File: config.mk
export PLATFORM = sky130hd
export DESIGN_NAME = timer_counter_8bit
export DESIGN_NICKNAME = d
export VERILOG_FILES = /design/src/timer_counter_pkg.sv /design/src/source_clock_select.sv /design/src/timer_counter_8bit.sv
export SDC_FILE = /design/constraint.sdc
export NUM_CORES = 1
export LEC_CHECK = 0
export BUFFER_PORTS_ARGS = -buffer_cell sky130_fd_sc_hd__buf_2
export CAP_MARGIN = 20
export CORE_ASPECT_RATIO = 0.75
export CORE_MARGIN = 2
export CORE_UTILIZATION = 47
export CTS_CLUSTER_DIAMETER = 50
export DETAILED_ROUTE_END_ITERATION = 6
export GPL_ROUTABILITY_DRIVEN = 0
export GPL_TIMING_DRIVEN = 1
export PLACE_DENSITY = 0.68
export RECOVER_POWER = 25
export SETUP_SLACK_MARGIN = 0.1
export SYNTH_ARGS = -nofsm -noshare
export SYNTH_HDL_FRONTEND = slang
export SYNTH_SLANG_ARGS = --single-unit
File: constraint.sdc
create_clock -name clk -period 5.7 [get_ports clk]
set_clock_uncertainty 0.1 [all_clocks]
set_input_delay 0.855 -clock clk [delete_from_list [all_inputs] [get_ports clk]]
set_output_delay 0.855 -clock clk [all_outputs]
set_load 0.005 [all_outputs]
File: src/timer_counter_pkg.sv
package timer_counter_pkg;

  // ----------------------------------------
  // register map (printed offsets are not multiples of four: index * 4)
  // ----------------------------------------
  localparam logic [7:0] CONTROL_INDEX        = 8'h1a;
  localparam logic [7:0] COMPARE_INDEX        = 8'h1b;
  localparam logic [7:0] POWER_INDEX          = 8'h1c;
  localparam logic [9:0] CONTROL_ADDR         = {CONTROL_INDEX, 2'b00};
  localparam logic [9:0] COMPARE_ADDR         = {COMPARE_INDEX, 2'b00};
  localparam logic [9:0] POWER_ADDR           = {POWER_INDEX, 2'b00};
  localparam int         ADDR_WIDTH           = 10;

  // ----------------------------------------
  // field positions and reset values
  // ----------------------------------------
  localparam int         MODE_LSB             = 0;
  localparam int         CLOCK_LSB            = 2;
  localparam int         RUN_BIT              = 5;
  localparam int         PRESCALE_BIT         = 0;
  localparam int         STOP_ENTRY_BIT       = 1;
  localparam logic [5:0] CONTROL_RESET        = 6'h00;
  localparam logic [7:0] COMPARE_RESET        = 8'hff;
  localparam logic [1:0] RESP_OKAY            = 2'b00;
  localparam logic [1:0] RESP_SLVERR          = 2'b10;

  // ----------------------------------------
  // external source clock code and divider width
  // ----------------------------------------
  localparam logic [2:0] CLOCK_EXTERNAL       = 3'b111;
  localparam int         DIVIDER_WIDTH        = 13;

  typedef enum logic [1:0] {
    MODE_TIMER    = 2'b00,
    MODE_RESERVED = 2'b01,
    MODE_DIVIDER  = 2'b10,
    MODE_PWM      = 2'b11
  } mode_t;

  typedef struct packed {
    logic       run;
    logic [2:0] sourceClock;
    mode_t      mode;
  } control_t;

endpackage
File: src/source_clock_select.sv
`timescale 1ns/1ps
// one-cycle count enable from the prescaler or the event pin
module source_clock_select (
  input  wire logic       clk,
  input  wire logic       rst_b,
  input  wire logic       running,
  input  wire logic [2:0] sourceClock,
  input  wire logic       prescaleSelect,
  input  wire logic       eventInput,
  output logic            countTick,
  output logic            eventRise,
  output logic            eventFall
);

  logic [timer_counter_pkg::DIVIDER_WIDTH-1:0] divider;
  logic [timer_counter_pkg::DIVIDER_WIDTH-1:0] next_divider;
  logic                                        eventLast;
  logic [3:0]                                  tapIndex;

  // exponent of the division per code
  function automatic logic [3:0] tap_for(input logic [2:0] code, input logic pre);
    logic [3:0] base;
    base = 4'h0;
    case (code)
      3'b000:  base = 4'hb;
      3'b001:  base = 4'h7;
      3'b010:  base = 4'h5;
      3'b011:  base = 4'h3;
      3'b100:  base = 4'h2;
      3'b101:  base = 4'h1;
      default: base = 4'h0;
    endcase
    return base + {3'h0, pre};
  endfunction

  assign tapIndex     = tap_for(sourceClock, prescaleSelect);
  assign next_divider = divider + 13'h0001;

  // free-running divider, restarted while stopped
  always_ff @(posedge clk or negedge rst_b) begin
    if (!rst_b) begin
      divider <= '0;
    end else if (!running) begin
      divider <= '0;
    end else begin
      divider <= next_divider;
    end
  end

  // event pin edge detection
  always_ff @(posedge clk or negedge rst_b) begin
    if (!rst_b) begin
      eventLast <= 1'b0;
    end else begin
      eventLast <= eventInput;
    end
  end

  assign eventRise = eventInput & ~eventLast;
  assign eventFall = ~eventInput & eventLast;

  // tick when the low tap bits roll over
  always_comb begin
    if (sourceClock == timer_counter_pkg::CLOCK_EXTERNAL) begin
      countTick = running & eventRise;
    end else if (tapIndex == 4'h0) begin
      countTick = running;
    end else begin
      countTick = running &
                  ((next_divider & ((13'h0001 << tapIndex) - 13'h0001)) == 13'h0000);
    end
  end

endmodule

File: src/timer_counter_8bit.sv
// Added by the designer: the AXI4-Lite register port.
`timescale 1ns/1ps
module timer_counter_8bit (
  input  wire logic                                     clk,
  input  wire logic                                     rst_b,
  // axi4-lite slave
  input  wire logic [timer_counter_pkg::ADDR_WIDTH-1:0] s_axi_awaddr,
  input  wire logic                                     s_axi_awvalid,
  output logic                                          s_axi_awready,
  input  wire logic [31:0]                              s_axi_wdata,
  input  wire logic [3:0]                               s_axi_wstrb,
  input  wire logic                                     s_axi_wvalid,
  output logic                                          s_axi_wready,
  output logic [1:0]                                    s_axi_bresp,
  output logic                                          s_axi_bvalid,
  input  wire logic                                     s_axi_bready,
  input  wire logic [timer_counter_pkg::ADDR_WIDTH-1:0] s_axi_araddr,
  input  wire logic                                     s_axi_arvalid,
  output logic                                          s_axi_arready,
  output logic [31:0]                                   s_axi_rdata,
  output logic [1:0]                                    s_axi_rresp,
  output logic                                          s_axi_rvalid,
  input  wire logic                                     s_axi_rready,
  // device side
  input  wire logic                                     stopModeEntry,
  input  wire logic                                     eventInputPin,
  output logic                                          timerInterrupt,
  output logic                                          dividerOutputPin,
  output logic                                          pwmOutputPin
);

  // ----------------------------------------
  // state
  // ----------------------------------------
  timer_counter_pkg::control_t control;
  logic [7:0]                  compareValue;
  logic [7:0]                  shadowCompare;
  logic [7:0]                  upCounter;
  logic                        prescaleSelect;
  logic                        countTick;
  logic                        eventRise;
  logic                        eventFall;
  logic                        eventMatchPending;
  logic                        running;
  logic                        isEvent;
  logic                        matchNow;
  logic                        startPulse;
  logic                        tickMatch;
  logic                        tickOverflow;

  // axi bookkeeping
  logic [timer_counter_pkg::ADDR_WIDTH-1:0] writeAddr;
  logic [31:0]                              writeData;
  logic [3:0]                               writeStrb;
  logic                                     haveAddr;
  logic                                     haveData;
  logic                                     doWrite;
  logic                                     ctrlWrite;
  logic                                     compWrite;
  logic                                     powerWrite;

  assign running  = control.run;
  assign isEvent  = (control.sourceClock == timer_counter_pkg::CLOCK_EXTERNAL);
  assign matchNow = (upCounter == compareValue);

  // ----------------------------------------
  // register write path
  // ----------------------------------------
  // address and data captured in either order
  always_ff @(posedge clk or negedge rst_b) begin
    if (!rst_b) begin
      haveAddr      <= 1'b0;
      haveData      <= 1'b0;
      writeAddr     <= '0;
      writeData     <= '0;
      writeStrb     <= '0;
      s_axi_awready <= 1'b0;
      s_axi_wready  <= 1'b0;
      s_axi_bvalid  <= 1'b0;
      s_axi_bresp   <= timer_counter_pkg::RESP_OKAY;
    end else begin
      s_axi_awready <= !haveAddr && !s_axi_bvalid && !(s_axi_awvalid && s_axi_awready);
      s_axi_wready  <= !haveData && !s_axi_bvalid && !(s_axi_wvalid && s_axi_wready);
      if (s_axi_awvalid && s_axi_awready) begin
        haveAddr  <= 1'b1;
        writeAddr <= s_axi_awaddr;
      end
      if (s_axi_wvalid && s_axi_wready) begin
        haveData  <= 1'b1;
        writeData <= s_axi_wdata;
        writeStrb <= s_axi_wstrb;
      end
      if (doWrite) begin
        haveAddr     <= 1'b0;
        haveData     <= 1'b0;
        s_axi_bvalid <= 1'b1;
        s_axi_bresp  <= (ctrlWrite || compWrite || powerWrite ||
                         writeAddr == timer_counter_pkg::CONTROL_ADDR ||
                         writeAddr == timer_counter_pkg::COMPARE_ADDR ||
                         writeAddr == timer_counter_pkg::POWER_ADDR) ?
                        timer_counter_pkg::RESP_OKAY : timer_counter_pkg::RESP_SLVERR;
      end else if (s_axi_bvalid && s_axi_bready) begin
        s_axi_bvalid <= 1'b0;
      end
    end
  end

  assign doWrite    = haveAddr && haveData && !s_axi_bvalid;
  assign ctrlWrite  = doWrite && writeStrb[0] && (writeAddr == timer_counter_pkg::CONTROL_ADDR);
  assign compWrite  = doWrite && writeStrb[0] && (writeAddr == timer_counter_pkg::COMPARE_ADDR);
  assign powerWrite = doWrite && writeStrb[0] && (writeAddr == timer_counter_pkg::POWER_ADDR);
  assign startPulse = ctrlWrite && writeData[timer_counter_pkg::RUN_BIT] && !control.run;

  // control register; stop-mode entry wins over a write
  always_ff @(posedge clk or negedge rst_b) begin
    if (!rst_b) begin
      control <= timer_counter_pkg::control_t'(timer_counter_pkg::CONTROL_RESET);
    end else begin
      if (ctrlWrite) begin
        control <= timer_counter_pkg::control_t'(writeData[5:0]);
      end
      if (stopModeEntry) begin
        control.run <= 1'b0;
      end
    end
  end

  // compare value and prescale select
  always_ff @(posedge clk or negedge rst_b) begin
    if (!rst_b) begin
      compareValue   <= timer_counter_pkg::COMPARE_RESET;
      prescaleSelect <= 1'b0;
    end else begin
      if (compWrite) begin
        compareValue <= writeData[7:0];
      end
      if (powerWrite) begin
        prescaleSelect <= writeData[timer_counter_pkg::PRESCALE_BIT];
      end
    end
  end

  // ----------------------------------------
  // register read path
  // ----------------------------------------
  // single read outstanding, answered one cycle after acceptance
  always_ff @(posedge clk or negedge rst_b) begin
    if (!rst_b) begin
      s_axi_arready <= 1'b0;
      s_axi_rvalid  <= 1'b0;
      s_axi_rdata   <= '0;
      s_axi_rresp   <= timer_counter_pkg::RESP_OKAY;
    end else begin
      s_axi_arready <= !s_axi_rvalid && !(s_axi_arvalid && s_axi_arready);
      if (s_axi_arvalid && s_axi_arready) begin
        s_axi_rvalid <= 1'b1;
        s_axi_rresp  <= timer_counter_pkg::RESP_OKAY;
        case (s_axi_araddr)
          timer_counter_pkg::CONTROL_ADDR: s_axi_rdata <= {26'h0, control};
          timer_counter_pkg::COMPARE_ADDR: s_axi_rdata <= {24'h0, compareValue};
          timer_counter_pkg::POWER_ADDR:   s_axi_rdata <= {23'h0, upCounter, prescaleSelect};
          default: begin
            s_axi_rdata <= '0;
            s_axi_rresp <= timer_counter_pkg::RESP_SLVERR;
          end
        endcase
      end else if (s_axi_rvalid && s_axi_rready) begin
        s_axi_rvalid <= 1'b0;
      end
    end
  end

  // ----------------------------------------
  // count source
  // ----------------------------------------
  source_clock_select source_clock_select_inst (
    .clk            (clk),
    .rst_b          (rst_b),
    .running        (running),
    .sourceClock    (control.sourceClock),
    .prescaleSelect (prescaleSelect),
    .eventInput     (eventInputPin),
    .countTick      (countTick),
    .eventRise      (eventRise),
    .eventFall      (eventFall)
  );

  assign tickMatch    = countTick && !isEvent && matchNow;
  assign tickOverflow = countTick && (upCounter == 8'hff);

  // ----------------------------------------
  // up-counter
  // ----------------------------------------
  always_ff @(posedge clk or negedge rst_b) begin
    if (!rst_b) begin
      upCounter         <= '0;
      eventMatchPending <= 1'b0;
    end else if (!running) begin
      upCounter         <= '0;
      eventMatchPending <= 1'b0;
    end else begin
      case (control.mode)
        timer_counter_pkg::MODE_TIMER: begin
          if (isEvent) begin
            if (eventFall && matchNow) begin
              upCounter <= '0;
            end else if (countTick) begin
              upCounter <= upCounter + 8'h01;
            end
          end else if (tickMatch) begin
            upCounter <= '0;
          end else if (countTick) begin
            upCounter <= upCounter + 8'h01;
          end
        end
        timer_counter_pkg::MODE_DIVIDER: begin
          if (tickMatch) begin
            upCounter <= '0;
          end else if (countTick) begin
            upCounter <= upCounter + 8'h01;
          end
        end
        timer_counter_pkg::MODE_PWM: begin
          if (countTick) begin
            upCounter <= upCounter + 8'h01;
          end
        end
        default: upCounter <= upCounter;
      endcase
    end
  end

  // pwm shadow compare
  always_ff @(posedge clk or negedge rst_b) begin
    if (!rst_b) begin
      shadowCompare <= timer_counter_pkg::COMPARE_RESET;
    end else if (startPulse) begin
      shadowCompare <= compWrite ? writeData[7:0] : compareValue;
    end else if (running && tickOverflow) begin
      shadowCompare <= compareValue;
    end
  end

  // ----------------------------------------
  // outputs and interrupt
  // ----------------------------------------
  always_ff @(posedge clk or negedge rst_b) begin
    if (!rst_b) begin
      dividerOutputPin <= 1'b1;
      pwmOutputPin     <= 1'b1;
      timerInterrupt   <= 1'b0;
    end else if (!running) begin
      dividerOutputPin <= 1'b1;
      pwmOutputPin     <= 1'b1;
      timerInterrupt   <= 1'b0;
    end else begin
      timerInterrupt <= 1'b0;
      case (control.mode)
        timer_counter_pkg::MODE_TIMER: begin
          if (isEvent) begin
            timerInterrupt <= eventFall && matchNow;
          end else begin
            timerInterrupt <= tickMatch;
          end
        end
        timer_counter_pkg::MODE_DIVIDER: begin
          if (tickMatch) begin
            dividerOutputPin <= ~dividerOutputPin;
            timerInterrupt   <= 1'b1;
          end
        end
        timer_counter_pkg::MODE_PWM: begin
          if (tickOverflow) begin
            pwmOutputPin   <= 1'b1;
            timerInterrupt <= 1'b1;
          end else if (countTick && (upCounter + 8'h01 == shadowCompare)) begin
            pwmOutputPin <= 1'b0;
          end
        end
        default: timerInterrupt <= 1'b0;
      endcase
    end
  end

endmodule

# Word level (Yosys, flattened, before mapping)
# Cells that the tools add are included.
# totals
ff_bits	110
input_bits	65
out_inout_bits	44
word_cells	149
# classes
n_shift	1
bitwise_logic	8
n_reduce_logical	51
n_eq_ne	22
n_mux	38
add_sub_neg	4
# op_table
cell	count
$mux 8	8
$eq 10x7->1 const B	6
$pmux 9 s3	1
$logic_and 1x1->1	24
$pmux 4 s6	1
$pmux 8 s3	1
$mux 1	22
$eq 8x8->1	2
$add 13x1->13 const B	1
$and 13x13->13	1
$logic_not 13->1	1
$mux 13	1
$shl 1x4->13 const A	1
$sub 13x1->13 const B	1
$reduce_bool 2->1	6
$eq 3x3->1 const B	3
$logic_not 1->1	9
$add 8x1->8 const B	1
$eq 8x8->1 const B	1
$eq 3x2->1 const B	2
$mux 6	1
$ne 2x1->1 const B	3
$logic_or 1x1->1	5
$add 4x1->4	1
other kinds (13)	21

# Depth between registers and ports, before layout
# logic_depth
ltp_word	16
depth_mapped	22
depth_no_buf	18

# Modules after synthesis
# A second synthesis with hierarchy kept.
# unflattened
cells_unflattened	518
hier_area_um2	5212.5
# modules_own_cells
mod	n_inst	cells_per_inst	seq_area_each_um2	area_per_inst_um2
timer_counter_8bit	1	318	1799.2	3658.5
source_clock_select	1	200	350.3	1554.0

# Least setup slack after synthesis
# No wires, ideal clock.
# synth_path
kind	reg2reg
from	register control[2] in the netlist's numbering
to	register shadowCompare[0]
path_slack_ns	1.351
path_stages_with_launch	22
synth_period_minus_slack_ns	4.349
required_ns	5.518
path_buffers	4
arrival_ns	4.167
setup_time_ns	0.082
cell_sequence	dfrtp_1 > clkbuf_8 > inv_1 > o21ai_0 > ha_1 > ha_1 > clkbuf_1 > nor4b_1 > o21ai_1 > nand2_1 > nand2_1 > ha_1 > buf_4 > and2_1 > a31oi_1 > o32a_1 > a2bb2o_4 > a31o_4 > nor3_2 > or2_1 > buf_6 > mux2_4
# synth_between
elab_chain_cells	13
word_cells_on_any_way	20
cone_classes	add/sub (2); eq/ne (6); shift (1); mux (3); bitwise (2); reduce/logical (6)
# synth_lines
item	line_no	source
from (decl)	timer_counter_8bit.sv:35	timer_counter_pkg::control_t control;
from (signal assigned)	timer_counter_8bit.sv:117	control <= timer_counter_pkg::control_t'(timer_counter_pkg::CONTROL_RESET);
from (signal assigned)	timer_counter_8bit.sv:120	control <= timer_counter_pkg::control_t'(writeData[5:0]);
$eq 3x3->1, or another cell as far along	source_clock_select.sv:24	case (code)
$pmux 4 s6	source_clock_select.sv:24	
$add 4x1->4	source_clock_select.sv:33	return base + {3'h0, pre};
$shl 1x4->13	source_clock_select.sv:70	((next_divider & ((13'h0001 << tapIndex) - 13'h0001)) == 13'h0000);
$sub 13x1->13	source_clock_select.sv:70	
$and 13x13->13	source_clock_select.sv:70	
$logic_not 13->1	source_clock_select.sv:70	
$and 1x1->1	source_clock_select.sv:69	countTick = running &
$mux 1	source_clock_select.sv:66	end else if (tapIndex == 4'h0) begin
$mux 1 (*)	source_clock_select.sv:64	if (sourceClock == timer_counter_pkg::CLOCK_EXTERNAL) begin
$logic_and 1x1->1 (*)	timer_counter_8bit.sv:189	assign tickOverflow = countTick && (upCounter == 8'hff);
$logic_and 1x1->1 (*)	timer_counter_8bit.sv:239	end else if (running && tickOverflow) begin
$reduce_bool 2->1 (no line) (*)	--	
to (signal assigned)	timer_counter_8bit.sv:236	shadowCompare <= timer_counter_pkg::COMPARE_RESET;
to (signal assigned)	timer_counter_8bit.sv:238	shadowCompare <= compWrite ? writeData[7:0] : compareValue;
to (signal assigned)	timer_counter_8bit.sv:240	shadowCompare <= compareValue;
to (decl)	timer_counter_8bit.sv:37	logic [7:0] shadowCompare;
# Mark *: on every way between the ends. The rest lies on a longest branch, timed or not.
# A chain may end at the register's enable or synchronous reset.

# Final worst setup path
# layout_path
from	register control[3] in the netlist's numbering
to	register upCounter[2]
# layout_between
elab_chain_cells	16
word_cells_on_any_way	26
cone_classes	add/sub (2); eq/ne (6); shift (1); mux (9); bitwise (2); reduce/logical (6)
# layout_lines
item	line_no	source
$eq 3x3->1, or another cell as far along	source_clock_select.sv:24	
$pmux 4 s6	source_clock_select.sv:24	
$add 4x1->4	source_clock_select.sv:33	
$shl 1x4->13	source_clock_select.sv:70	
$sub 13x1->13	source_clock_select.sv:70	
$and 13x13->13	source_clock_select.sv:70	
$logic_not 13->1	source_clock_select.sv:70	
$and 1x1->1	source_clock_select.sv:69	
$mux 1	source_clock_select.sv:66	
$mux 1	source_clock_select.sv:64	
$logic_and 1x1->1 (2 in a row)	timer_counter_8bit.sv:188	assign tickMatch = countTick && !isEvent && matchNow;
$mux 8	timer_counter_8bit.sv:210	end else if (tickMatch) begin
$mux 8	timer_counter_8bit.sv:204	if (isEvent) begin
$pmux 8 s3 (*)	timer_counter_8bit.sv:202	case (control.mode)
$mux 8 (*)	timer_counter_8bit.sv:198	end else if (!running) begin
to (signal assigned)	timer_counter_8bit.sv:208	upCounter <= upCounter + 8'h01;
to (signal assigned)	timer_counter_8bit.sv:213	upCounter <= upCounter + 8'h01;
to (signal assigned)	timer_counter_8bit.sv:220	upCounter <= upCounter + 8'h01;
to (decl)	timer_counter_8bit.sv:38	logic [7:0] upCounter;
# Marks and branches as above.

==> flow_results.org <==
** Setup path
- WP data required :: between 5 and 6 ns
- The signal on the critical path passes through buf_4, o21ai_0, ha_1, ha_1, nor2b_1, o21ai_1, nand2_1, nand2_1, ha_1, clkinv_1, nor4b_1, a31oi_1, a41oi_1, o221ai_1, nand3_1, o221a_2, nand2_1, o311ai_1.
- Setup crit end kind :: register
- Buf+Inv Stages, Crit Path :: 2
- STA classifies the critical path startpoint as a register.
- Cell family contributing the most delay on the critical path :: compound AO/OA/AOI/OAI gates
- Stage delay of the slowest cell on the critical path :: 0.37 ns
- For the worst setup path, the data arrival time is 5.12 ns.
- Along the worst path, the maximum fanout reaches 14.
- Across all register-to-register paths, the minimum setup slack is 0.72 ns.
- The setup path with the least slack is of type reg -> reg.
- The largest individual stage delay along the critical path comes from the cell sky130_fd_sc_hd__ha_1.

** Pwr
- Net Sw Frac :: between 20% and 30%
- Leak pwr :: around 0.0023 uW
- VDD sags by at most about 240 uV.
- PD cells :: 290.8 nW/um2
- Net load switching power :: roughly 450 uW
- Cell internal power was estimated by the tool at about 1200 uW.
- Of the total power, registers draw 47.7%.
- Comb pwr share :: between 10 and 15%
- Total power consumption of the routed design :: 1621 uW
- The share of total power dissipated in the clock network is 37.9%.

** Cells and area
- Fill cells in the final layout number 939.
- Multi-input logic area :: between 2000 and 3000 um2
- Summing all flip-flop and latch instances after layout gives around 2100 um2.
- In the final design database the tool counted around 610 nets.
- Area growth, synth to finish :: 10.38%
- Proportion of layout cells with a drive suffix above 1 :: 27.01%
- # diodes :: 0
- Commonest cells after routing, fill and taps aside :: 67 x sky130_fd_sc_hd__dfrtp_1, 54 x sky130_fd_sc_hd__buf_2, 42 x sky130_fd_sc_hd__nand2_1, 34 x sky130_fd_sc_hd__nor2_1, 32 x sky130_fd_sc_hd__mux2_2
- Most frequent standard cell in the layout excluding fill and tap cells :: sky130_fd_sc_hd__dfrtp_1

** Clock network
- Root cell of the clock tree :: sky130_fd_sc_hd__clkbuf_16
- Number of levels the H-tree was split into :: 3
- Sink count of the clock tree :: 85
- Gates resized during post-CTS repair numbered 0.
- Latest clock arrival within the worst-skew pair :: around 0.35 ns
- No sink is reached through more buffers than the 2 on the longest clock path.
- After clock tree synthesis, the clock-pin slew on the worst setup and hold paths is 0.07 ns.
- CTS tree :: yes
- The number of clock buffers added by TritonCTS is 9.
- Number of setup buffers added after CTS :: 0
- In this run, post-CTS hold repair placed 0 buffers.

** Run status
- The flow ran to the end, but the final reports show violations.
- The checks that failed: capacitance limit, slew limit.

** Min path
- HP Class :: reg -> reg

** GRT
- First-pass GRT wire length :: ~18 mm
- After global routing the overflow that remains totals 0.
- Largest net degree at the start of global routing :: 86
- Vias in the first global route :: about 3600
- Antenna violations before repair :: 0
- For this run, the total global-route usage over all layers was measured as 20.33%.

** Synthesis
- Counting distinct cell types in the post-synthesis netlist gives 72.
- In this run the mean area of a mapped cell was about 10 um2.
- Async S/R FF share, synth :: 100.0%
- The share of the Yosys chip area taken by registers is about 43%.
- Synthesized flop and latch total :: 85
- After technology mapping, the gate count stands at 495.
- Warnings from Yosys :: 0
- Netlist area before placement :: between 5000 and 6000 um2
- Among all flip-flop cells after synthesis, the most frequent one is sky130_fd_sc_hd__dfrtp_1.
- Yosys mapped a number of flops with a built-in enable equal to 0.

** STA
- Subtracting the final worst setup slack from the clock period gives ~5 ns.
- Final number of setup-violating endpoints :: 0
- Once routing completed, OpenROAD measured the worst setup slack at about 0.72 ns.
- The final hold violation count came to 0.
- Setup repair after global routing left no endpoint under its margin.
- Highest clock rate :: between 200 and 250 MHz
- Setup TNS :: 0 ns
- The number of slew-limit violations in the final report came to 64.
- Slew @ Worst Pin :: 2.884 ns
- Worst slew slack as a fraction of its limit :: -92.24%
- Final Cycle Share :: approximately 87%

** Routing
- Once detail routing completed, the nets flagged for antenna violations numbered 0.
- The first routing iteration left between 200 and 300 violations.
- Initial DRT Pass Iterations :: 4
- Across all layers, the routed design uses 3745 vias.
- In the final routed layout, each cell accounts on average for between 15 and 20 um.
- In the routed design, unresolved DRC markers number 0.
- Using the TritonRoute via totals, the vias-per-cell ratio works out to between 5 and 6.
- WL final :: approximately 11 mm

** Place
- Port buffering added 56 buffers.
- Worst slack at placement :: between 0.8 and 0.9 ns
- Detailed placement ended at an HPWL of slightly below 8 mm.

** Floorplan
- Number of core rows :: 32
- Measured along the y axis, the die boundary spans approximately 94 um.
- Number of top-level pins :: 109
- Initial Util :: 48.72%
- In this run the horizontal extent of the chip is between 100 and 150 um.
- The floorplan step defined a core boundary enclosing approximately 10000 um2.
- The die covers roughly 12000 um2.

** Run
- Max-cap violations in this run came to 1.
[power groups by stage]
stage               registers, uW  logic [uW]  clock network [uW]
global route                  788         262                 658
floorplan                     759         180                   0
CTS                           772         236                 632
detailed placement            783         234                   0
global placement              776         224                   0
finish                        774         233                 615
[cells by family after synthesis]
family / Yosys count / share of synthesized area (%)
and+or+nand+nor: 167 / 17.21
AOI/OAI and AO/OA: 91 / 13.40
DFF: 85 / 42.55
buffers and inverters: 62 / 8.346
muxes: 50 / 11.29
xor gates and xnor gates: 34 / 5.894
adders and majority gates: 5 / 1.238
other: 1 / 0.07422
[stage by stage]
step / hold WS (ns) / cell area, um2 / instances / util (%)
final: 0.3635 / 5577 / 684 / 53.78
after global routing: 0.3882 / 5577 / 684 / 53.78
after CTS: 0.3686 / 5575 / 683 / 53.76
after detailed placement: 0.3597 / 5264 / 667 / 50.76
after global placement: 0.3266 / 5264 / 667 / 50.76
after floorplan: 0.3431 / 5142 / 519 / -
[routing by layer]
layer	share of wire [%]	track usage, %	vias up
met3	6.4	5.279	6
met1	48	29.47	1822
li1	-	-	1805
met4	0.64	7.197	0
met2	45	29.21	112
met5	0	0	-
[path summary, 6_finish.rpt]
check	startpoint	to	cells past startpoint
min in group asynchronous	rst_b	writeData[4]$_DFFE_PN0P_	1
min	s_axi_arready$_DFF_PN0_	s_axi_arready$_DFF_PN0_	1
min reg2reg	s_axi_arready$_DFF_PN0_	s_axi_arready$_DFF_PN0_	1
max	control[3]$_DFFE_PN0P_	upCounter[2]$_DFFE_PN0P_	18
max reg2reg	control[3]$_DFFE_PN0P_	upCounter[2]$_DFFE_PN0P_	18
max in group asynchronous	rst_b	timerInterrupt$_DFF_PN0_	2
[Yosys cell counts (all sizes together), types with 3 or more instances]
cell / count / area share (%)
and3: 8 / 0.99
o221ai: 3 / 0.52
and2: 6 / 0.74
a31o: 4 / 0.87
o22ai: 3 / 0.37
nor3b: 3 / 0.45
xor2: 5 / 0.87
nand3: 17 / 1.7
o311ai: 6 / 1.0
nor3: 9 / 1.1
o211ai: 6 / 0.89
nand2b: 5 / 0.62
nand4: 7 / 0.87
mux2: 38 / 8.9
nor4b: 7 / 1.2
inv: 10 / 0.74
buf: 32 / 4.9
mux2i: 12 / 2.4
a31oi: 3 / 0.67
nand2: 42 / 3.1
ha: 5 / 1.2
dfstp: 18 / 9.4
or3: 3 / 0.37
xnor2: 29 / 5.0
a21oi: 15 / 1.5
clkbuf: 17 / 1.9
or3b: 4 / 0.69
o21ai: 24 / 2.5
nor2: 34 / 2.5
o32ai: 3 / 0.52
nor2b: 17 / 2.1
dfrtp: 67 / 33
[state kept, by name, summed over array words and instances (netlist names), 5 cells and up]
| signal | cells |
|---|---|
| shadowCompare | 8 |
| source_clock_select_inst.divider | 13 |
| compareValue | 8 |
| upCounter | 8 |
| control | 5 |
| s_axi_rdata | 9 |
| writeData | 8 |
| writeAddr | 10 |
[final cells by class]
cell class | count | area share [%]
multi-input combinational | 372 | 46.11
sequential | 85 | 38.55
timing repair buffer | 63 | 5.901
clock buffer | 9 | 4.039
tap | 136 | 3.051
clock inverter | 7 | 1.548
inverter | 12 | 0.8077
Note: power is estimated with default switching activity, not from simulation.
